[config.mk]
export PLATFORM = sky130hd
export DESIGN_NAME = ext_oscillator_control
export DESIGN_NICKNAME = d
export VERILOG_FILES = /design/src/osc_pkg.sv /design/src/ext_oscillator_control.sv /design/src/osc_div8.sv
export SDC_FILE = /design/constraint.sdc
export NUM_CORES = 1
export LEC_CHECK = 0
export ABC_AREA = 1
export BUFFER_PORTS_ARGS = -buffer_cell sky130_fd_sc_hd__buf_4
export CORE_MARGIN = 2
export CORE_UTILIZATION = 58
export CTS_BUF_LIST = sky130_fd_sc_hd__clkbuf_8
export DETAILED_ROUTE_END_ITERATION = 6
export GPL_ROUTABILITY_DRIVEN = 0
export HOLD_SLACK_MARGIN = 0.03
export PLACE_DENSITY = 0.88
export SYNTH_ARGS = -nofsm -noshare
export SYNTH_HDL_FRONTEND = slang
export SYNTH_SLANG_ARGS = --single-unit
[constraint.sdc]
create_clock -name clk -period 3.3 [get_ports clk]
set_input_delay 0.495 -clock clk [delete_from_list [all_inputs] [get_ports clk]]
set_output_delay 0.495 -clock clk [all_outputs]
set_load 0.05 [all_outputs]
[src/osc_pkg.sv]
// Package: register map, field layout, modes and timing for the oscillator
package osc_pkg;

    // ==================================================
    // Register map (word index of each 32-bit register)
    // ==================================================
    localparam logic [7:0] ADDR_CTRL = 8'hB1; // Index of control register
    localparam logic [7:0] ADDR_STAT = 8'hB2; // Index of event status
    localparam logic [7:0] ADDR_MASK = 8'hB3; // Index of event mask
    localparam logic [7:0] CTRL_RESET = 8'h00; // Control reset value

    // ==================================================
    // Control field positions
    // ==================================================
    localparam int VLD_BIT = 7; // Crystal stable flag
    localparam int MODE_HI = 6; // Mode field top bit
    localparam int MODE_LO = 4; // Mode field low bit
    localparam int FREQ_HI = 2; // Frequency range top bit
    localparam int FREQ_LO = 0; // Frequency range low bit

    // ==================================================
    // Event bits
    // ==================================================
    localparam int EV_VLD_RISE = 0; // Crystal became stable
    localparam int EV_VLD_FALL = 1; // Crystal lost stability
    localparam int EV_W = 2; // Number of events

    // ==================================================
    // Oscillator modes
    // ==================================================
    localparam logic [2:0] MODE_OFF = 3'h0; // Oscillator off
    localparam logic [2:0] MODE_CMOS = 3'h2; // Digital clock
    localparam logic [2:0] MODE_CMOS2 = 3'h3; // Digital clock halved
    localparam logic [2:0] MODE_RC = 3'h4; // RC network
    localparam logic [2:0] MODE_CAP = 3'h5; // Capacitor
    localparam logic [2:0] MODE_XTAL = 3'h6; // Crystal
    localparam logic [2:0] MODE_OSC_PIN_OUT = 3'h7; // Crystal halved

    // ==================================================
    // Timing
    // ==================================================
    localparam int CLK_MHZ = 250; // System clock rate
    localparam int SETTLE_US = 1000; // Amplitude settling time
    localparam int SETTLE_CYC = SETTLE_US * CLK_MHZ; // Least settle cycles
    localparam int DIV_RATIO = 8; // External clock divide ratio
    localparam logic [2:0] DIV_HALF = 3'h3; // Last count of a half period

endpackage : osc_pkg

[src/ext_oscillator_control.sv]
// External oscillator control register, valid flag and divided clock
//
// Contract
// [RULE1] Offer external clock divided by eight
// [RULE2] Software keeps external below system frequency
// [RULE3] Divided clock synchronised to system clock
// [RULE4] Valid flag zero until settling elapses
// [RULE5] Software waits 1 ms before checking
// [RULE6] Software prepares pin latches before enabling
// [RULE7] Software polls valid before switching
// [RULE8] Software never switches clock early
// [RULE9] Tuning-fork crystals need extra settling
// [RULE10] Software picks range from crystal column
// [RULE11] Higher range improves RC accuracy
// [RULE12] Mode field selects oscillator type
module ext_oscillator_control
    import osc_pkg::*;
#(
    parameter int SETTLE_CYCLES = SETTLE_CYC // Settling count
)(
    // Clock and reset
    input wire logic clk,
    input wire logic nrst,
    // Avalon-MM slave
    input wire logic [7:0] avs_address,
    input wire logic avs_read,
    input wire logic avs_write,
    input wire logic [31:0] avs_writedata,
    input wire logic [3:0] avs_byteenable,
    output logic [31:0] avs_readdata,
    output logic avs_waitrequest,
    // Oscillator pins, synchronous to clk
    input wire logic osc_pin_in,
    input wire logic osc_pin_out,
    input wire logic amp_ok,
    // Analog controls
    output logic osc_enable,
    output logic [2:0] ext_osc_mode_sel,
    output logic [2:0] ext_osc_freq_range,
    // Divided clock for timers and counter_array
    output logic ext_div8_clk,
    // Interrupt
    output logic irq
);

    // ==================================================
    // State
    // ==================================================
    typedef struct packed {
        logic [2:0] mode; // Oscillator mode
        logic [2:0] freq; // Frequency range
        logic [31:0] settle; // Settling counter
        logic vld; // Crystal stable flag
        logic [EV_W-1:0] stat; // Sticky events
        logic [EV_W-1:0] mask; // Event mask
        logic [1:0] sync; // Pin synchroniser
        logic last; // Previous synchronised level
        logic div_q; // Retimed divided clock
        logic [31:0] rdata; // Read data
        logic ack; // Access answered
        logic irq; // Interrupt level
        logic en; // Oscillator enable
    } ctl_state_t;

    ctl_state_t st_r; // Registered state
    ctl_state_t st_nxt; // Next state
    logic div_raw; // Divider output
    logic xtal; // Crystal mode active
    logic src; // Selected pin level
    logic [7:0] ctrl_rd; // Control read image

    // Crystal modes use the input pin; the others use the output pin
    assign xtal = (st_r.mode == MODE_XTAL) || (st_r.mode == MODE_OSC_PIN_OUT);
    assign src = xtal ? osc_pin_in : osc_pin_out;

    // Control register image; bit three reads zero
    always_comb begin
        ctrl_rd = CTRL_RESET;
        ctrl_rd[VLD_BIT] = st_r.vld;
        ctrl_rd[MODE_HI:MODE_LO] = st_r.mode;
        ctrl_rd[FREQ_HI:FREQ_LO] = st_r.freq;
    end

    // Divider on the synchronised edge
    osc_div8 u_div (
        .clk(clk),
        .nrst(nrst),
        .ext_edge(st_r.sync[1] & ~st_r.last),
        .halve((st_r.mode == MODE_CMOS2) || (st_r.mode == MODE_OSC_PIN_OUT)),
        .div_clk(div_raw)
    );

    // Next-state logic
    always_comb begin
        st_nxt = st_r;
        st_nxt.ack = 1'b0;
        // Two-stage synchroniser, edge seen on second stage only
        st_nxt.sync = {st_r.sync[0], src}; // [RULE3]
        st_nxt.last = st_r.sync[1];
        st_nxt.div_q = (st_r.mode == MODE_OFF) ? 1'b0 : div_raw; // [RULE3]
        // Settling counter runs only in crystal modes with good amplitude
        if (!xtal || !amp_ok) begin
            st_nxt.settle = '0;
            st_nxt.vld = 1'b0; // [RULE12]
        end else if (st_r.settle < SETTLE_CYCLES) begin
            st_nxt.settle = st_r.settle + 32'h1;
            st_nxt.vld = 1'b0; // [RULE4]
        end else begin
            st_nxt.vld = 1'b1; // [RULE4]
        end
        // Bus access, answered one cycle after request
        if ((avs_read || avs_write) && !st_r.ack) begin
            st_nxt.ack = 1'b1;
            st_nxt.rdata = '0;
            if (avs_write && avs_byteenable[0]) begin
                unique case (avs_address)
                    ADDR_CTRL: begin
                        st_nxt.mode = avs_writedata[MODE_HI:MODE_LO]; // [RULE12]
                        st_nxt.freq = avs_writedata[FREQ_HI:FREQ_LO]; // [RULE11]
                    end
                    ADDR_STAT: st_nxt.stat = st_r.stat & ~avs_writedata[EV_W-1:0];
                    ADDR_MASK: st_nxt.mask = avs_writedata[EV_W-1:0];
                    default: ;
                endcase
            end else if (avs_read) begin
                unique case (avs_address)
                    ADDR_CTRL: st_nxt.rdata = {24'h000000, ctrl_rd};
                    ADDR_STAT: st_nxt.rdata = {30'h0, st_r.stat};
                    ADDR_MASK: st_nxt.rdata = {30'h0, st_r.mask};
                    default: st_nxt.rdata = '0;
                endcase
            end
        end
        // Events set after the clear so that set wins
        if (st_nxt.vld && !st_r.vld) st_nxt.stat[EV_VLD_RISE] = 1'b1;
        if (!st_nxt.vld && st_r.vld) st_nxt.stat[EV_VLD_FALL] = 1'b1;
        st_nxt.irq = |(st_nxt.stat & st_nxt.mask);
        // Enable registered so the pin comes straight from a flip-flop
        st_nxt.en = (st_nxt.mode != MODE_OFF); // [RULE12]
    end

    // Register state
    always_ff @(posedge clk or negedge nrst) begin
        if (!nrst) begin
            st_r <= '0;
        end else begin
            st_r <= st_nxt;
        end
    end

    // Outputs straight from flip-flops
    assign avs_readdata = st_r.rdata;
    assign avs_waitrequest = ~st_r.ack;
    assign osc_enable = st_r.en;
    assign ext_osc_mode_sel = st_r.mode;
    assign ext_osc_freq_range = st_r.freq;
    assign ext_div8_clk = st_r.div_q; // [RULE1]
    assign irq = st_r.irq;

endmodule // ext_oscillator_control

[src/osc_div8.sv]
// Divides a synchronised external clock level by eight, or by sixteen when halve is set
module osc_div8
    import osc_pkg::*;
(
    // Clock and reset
    input wire logic clk,
    input wire logic nrst,
    // External clock edge, already in the clk domain
    input wire logic ext_edge,
    // Halve the source first
    input wire logic halve,
    // Divided clock level
    output logic div_clk
);

    // ==================================================
    // State
    // ==================================================
    typedef struct packed {
        logic pre; // Halving toggle
        logic [2:0] cnt; // Edge counter within half period
        logic out; // Divided level
    } div_state_t;

    div_state_t st_r; // Registered state
    div_state_t st_nxt; // Next state

    // Count rising edges; toggle output every four for a ratio of eight
    always_comb begin
        st_nxt = st_r;
        if (ext_edge) begin
            st_nxt.pre = ~st_r.pre;
            // Halved modes only count every second edge
            if (!halve || st_r.pre) begin
                if (st_r.cnt == DIV_HALF) begin
                    st_nxt.cnt = 3'h0;
                    st_nxt.out = ~st_r.out; // [RULE1]
                end else begin
                    st_nxt.cnt = st_r.cnt + 3'h1;
                end
            end
        end
    end

    // Register state
    always_ff @(posedge clk or negedge nrst) begin
        if (!nrst) begin
            st_r <= '0;
        end else begin
            st_r <= st_nxt;
        end
    end

    assign div_clk = st_r.out;

endmodule // osc_div8

; Yosys cells after proc, flatten, opt, wreduce, memory -nomap -nowiden
; Cells that the tools add are included.
[word_totals]
reg_bits = 63
inputBits = 51
output_inout_bits = 42
wordCells = 75
[classes]
n_addsub = 2
magnitude_cmp = 1
eq_ne = 7
mux = 19
bitwise_logic = 8
reduce_logical = 22
[op_table]
columns = op, n
row1 = 33-bit two-way mux, 1
row2 = "32-bit by 1-bit adder with 32-bit output, second input constant", 1
row3 = "32-bit by 18-bit less-than comparator with 1-bit output, second input constant", 1
row4 = 32-bit two-way mux, 1
row5 = "8-bit == test, second input constant", 3
row6 = 8-bit case mux with 3 select lines, 1
row7 = 6-bit two-way mux, 3
row8 = 8-bit two-way mux, 2
row9 = 4-bit two-way mux, 2
row10 = "3-bit by 2-bit == test with 1-bit output, second input constant", 2
row11 = "3-bit == test, second input constant", 2
row12 = 1-bit zero test, 6
row13 = 1-bit two-way mux, 6
row14 = 3-bit AND reduction, 2
row15 = 1-bit logical OR, 5
row16 = 2-bit bitwise AND, 2
row17 = 1-bit logical AND, 4
row18 = 2-bit two-way mux, 2
row19 = 1-bit NOT, 4
row20 = "3-bit by 1-bit adder with 3-bit output, second input constant", 1
row21 = 3-bit zero test, 1
row22 = 3-bit two-way mux, 1
row23 = 3-bit nonzero test, 1
row24 = 2-bit NOT, 1
row25 = 4 further kinds, 4

; Logic depth before layout (Yosys ltp)
[depth]
ltp_word = 10
ltp_mapped = 11

; Hierarchy
; A second synthesis with hierarchy kept.
[unflattened]
hier_cells = 416
area_unflattened_um2 = 3290.7
[by_module_without_submodules]
columns = module, instances, cells_each, area_per_inst_um2, seq_area_each_um2
row1 = ext_oscillator_control, 1, 388, 3054.2, 1426.4
row2 = osc_div8, 1, 28, 236.5, 125.1

; Worst setup path before layout
; OpenSTA, ideal clock, no wires.
[synth_path]
path_kind = input to register
startpoint = input avs_address[3]
endpoint = register st_r (netlist bit osc_enable)
setup_ns = 0.130
arrival_ns = 1.392
slack_ns = 1.778
cell_stages = 7
path_buffers = 1
cell_sequence = nor2_2 nand2_2 nor3_4 nand2_2 buf_2 o21ai_1 nand3_1
[synth_lines]
columns = element, line
row1 = "start, declared", ext_oscillator_control.sv:25  ; input wire logic [7:0] avs_address,
row2 = "end signal, assigned", ext_oscillator_control.sv:147  ; st_r <= st_nxt;
row3 = "end, declared", ext_oscillator_control.sv:65  ; ctl_state_t st_r;

; Worst setup path after layout
[layout_path]
startpoint = register st_r (netlist bit ext_osc_mode_sel[2])
endpoint = register st_r[48] (netlist bit)
[layout_via]
elab_chain_len = 5
elab_cells_between_ends = 7
[layout_lines]
columns = element, line
row1 = 3-bit == test, ext_oscillator_control.sv:73  ; assign xtal = (st_r.mode == MODE_XTAL) || (st_r.mode == MODE_OSC_PIN_OUT);
row2 = 1-bit logical OR (*), ext_oscillator_control.sv:73
row3 = 1-bit zero test (*), ext_oscillator_control.sv:102  ; if (!xtal || !amp_ok) begin
row4 = 1-bit logical OR (*), ext_oscillator_control.sv:102
row5 = 33-bit two-way mux or 2-bit nonzero test (tied branches), -
; Every way passes the cells marked *; elsewhere a longest branch is shown, timed or not.
; A chain may end at the register's enable or synchronous reset.

==> out/metrics.yaml <==
status: "finished clean"
drt_iter0_markers: 156
antenna_found_initial: 0
cts_tree: "built"
fillers: 448
avgRoutedWirePerCell_um: 12.9
cp.required_ns: 3.54
max_freq_ghz: 0.504
numClockSinks: 62
rows: 27
placed_cell_area_mm2: 0.00337
synth_cells: 397
layout.nets: 480
synth_top_area_frac: 0.481
ys_async_sr_fraction: 1.00
netlist_area_mm2: 0.00322
yosys.area.top_type: "dfrtp_1"
max_stage_delay_ns: 0.55
worstPathMaxFanout: 17
p_leak_nw: 1.79
synthFlopType: "dfrtp_1"
drv_cap: 0
slowest_stage: "inv_1"
core_mm2: 0.00544
tns_ns: 0
grt_overflow_total: 0
endpoint_kind: "flip-flop"
min_period_ns: 1.98
clk_path_buf_depth: 2
yosysMostFrequentCell: "nand2_1"
irDropWorstVdd_mv: 0.266
crit_family: "buffers and inverters"
rsz0062_at_grt: "no"
cts_htree_levels: 3
dr.pass1.iters: 5
antenna_cells: 0
startpoint_type: "flip-flop"
yosys_warnings: 0
yosys-top-cells-area: "dfrtp_1 48%, nand2_1 11%, buf_4 8.9%, nor2_1 5.8%, inv_1 5.4%"
worstMarginPinSlew_ns: 0.754
critical_path_class: "flip-flop to flip-flop"
arrival_ns: 2.23
yosysSeqAreaShare: 0.481
ctsResizeCount: 0
synth_edf_count: 0
hold_path.class: "primary input to async pin"
path_buf_inv: 2
boundaryPins: 93
ctsRootBufferMaster: "clkbuf_8"
slew_headroom: 0.497
post-route-period-util: 0.601
drive_gt1_frac: 0.169
num_vias: 2581
cts_buffers: 9
clock_latency_ns: 0.35
die_area_mm2: 0.00617
grt_max_degree: 63
final_hold_viol_count: 0
via_per_inst: 5.12
grt_pass1_wl_um: 10900
areaGrowthSynthToFinish_pct: 10.6
whs_ns: 0.220
die_y_um: 78.5
port_buffers: 38
ctsHoldBuffers: 0
crit_chain: "nand3_2 > inv_1 > nand2_4 > inv_4 > nand2_1 > o31ai_1"
setup_viol: 0
die_x_um: 78.5
drv_slew: 0
setup_slack_ns: 1.32
post_cts_buffers: 0
grt_pass1_vias: 2577
synthTopCellsByCount: "95 x nand2_1, 62 x dfrtp_1, 50 x nor2_1, 46 x inv_1, 38 x buf_4"
ant_nets: 0
clk_pin_slew_ns: 0.07
final_area_mm2: 0.00356
fin_skew_ns: 0.00545
wirelength_um: 6510
dp_hpwl_um: 4500
avgSynthCellArea_um2: 8.12
ys_ff_latch: 62
power.total_mw: 1.74
ys_types: 35
pre_cts_ws_ns: 1.20
grt_usage: 0.225
post-route-drc-count: 0
p_per_area_mw_per_mm2: 489
start_util: 0.593
## state kept, by name, summed over array words and instances, names as in the netlist
signal,count
st_r,38
avs_readdata,7
u_div.st_r,4
ext_osc_freq_range,3
ext_osc_mode_sel,3
st_nxt,2
ctrl_rd,1
ext_div8_clk,1
irq,1
osc_enable,1
u_div.div_clk,1
## through the flow
step / cells / utilization
after detailed placement: 488 / 0.619
after CTS: 504 / 0.655
final: 504 / 0.655
after global placement: 488 / 0.619
after floorplan: 421 / -
after global routing: 504 / 0.655
## report_power, final
group	total (mW)	switching [mW]	internal (mW)
combinational	0.253	0.187	0.0659
clock	0.671	0.322	0.349
sequential	0.821	0.0218	0.799
total	1.74	0.531	1.21
## per-layer routing
layer	global-route usage	vias up	wire, um
li1	-	1243	-
met4	0.128	0	157
met2	0.389	104	3320
met5	0	-	0
met3	0.0483	19	398
met1	0.258	1215	2640
## logic make-up (layout without fill, tap and decap cells)
kind of cell / after synthesis / count (layout) / synth area share
XOR/XNOR: 9 / 9 / 0.0245
other: 1 / 25 / 0.00116
buffers and inverters: 95 / 106 / 0.161
AO/OA/AOI/OAI: 34 / 34 / 0.0586
adder cells (fa/ha/maj): 2 / 2 / 0.00776
AND/OR/NAND/NOR: 194 / 194 / 0.266
flip-flops: 62 / 62 / 0.481
## cells in the final DEF (no fill, tap or decap), drive strengths merged
master	count
a211oi	1
a21boi	1
a21oi	4
a31oi	2
buf	38
bufinv	1
clkbuf	9
clkinv	2
clkinvlp	4
conb	25
dfrtp	62
ha	2
inv	52
nand2	99
nand3	23
nand4	11
nor2	53
nor3	7
o21a	1
o21ai	23
o31ai	2
or2	1
xnor2	1
xor2	8
## final timing paths
path | depth (start not counted) | end | startpoint | slack, ns
worst max-delay path | 6 | st_r[48] | ext_osc_mode_sel[2] | 1.32
worst min-delay path | 1 | st_nxt[36] | nrst | 0.22
worst max register to register | 6 | st_r[48] | ext_osc_mode_sel[2] | 1.32
worst min register to register | 0 | st_nxt[36] | st_nxt[38] | 0.35
max in group asynchronous | 1 | st_r[63] | nrst | 2.59
min in group clk | 0 | st_nxt[36] | st_nxt[38] | 0.35
## worst reg2reg max path: cells and delay by family (launching register included)
| kind | cells | cell delay (ns) |
|---|---|---|
| buffers and inverters | 2 | 0.73 |
| and+or+nand+nor | 3 | 0.66 |
| DFF | 1 | 0.43 |
| AOI/OAI and AO/OA | 1 | 0.07 |
## final cells by class
class | instances | area [um^2] | area share
Timing Repair Buffer | 38 | 285 | 0.0800
Sequential cell | 62 | 1550 | 0.435
Inverter | 52 | 198 | 0.0555
Multi-Input combinational cell | 264 | 1240 | 0.349
Clock buffer | 9 | 124 | 0.0347
Tap cell | 72 | 90.1 | 0.0253
Clock inverter | 7 | 73.8 | 0.0207
(Power assumes the default switching activity.)
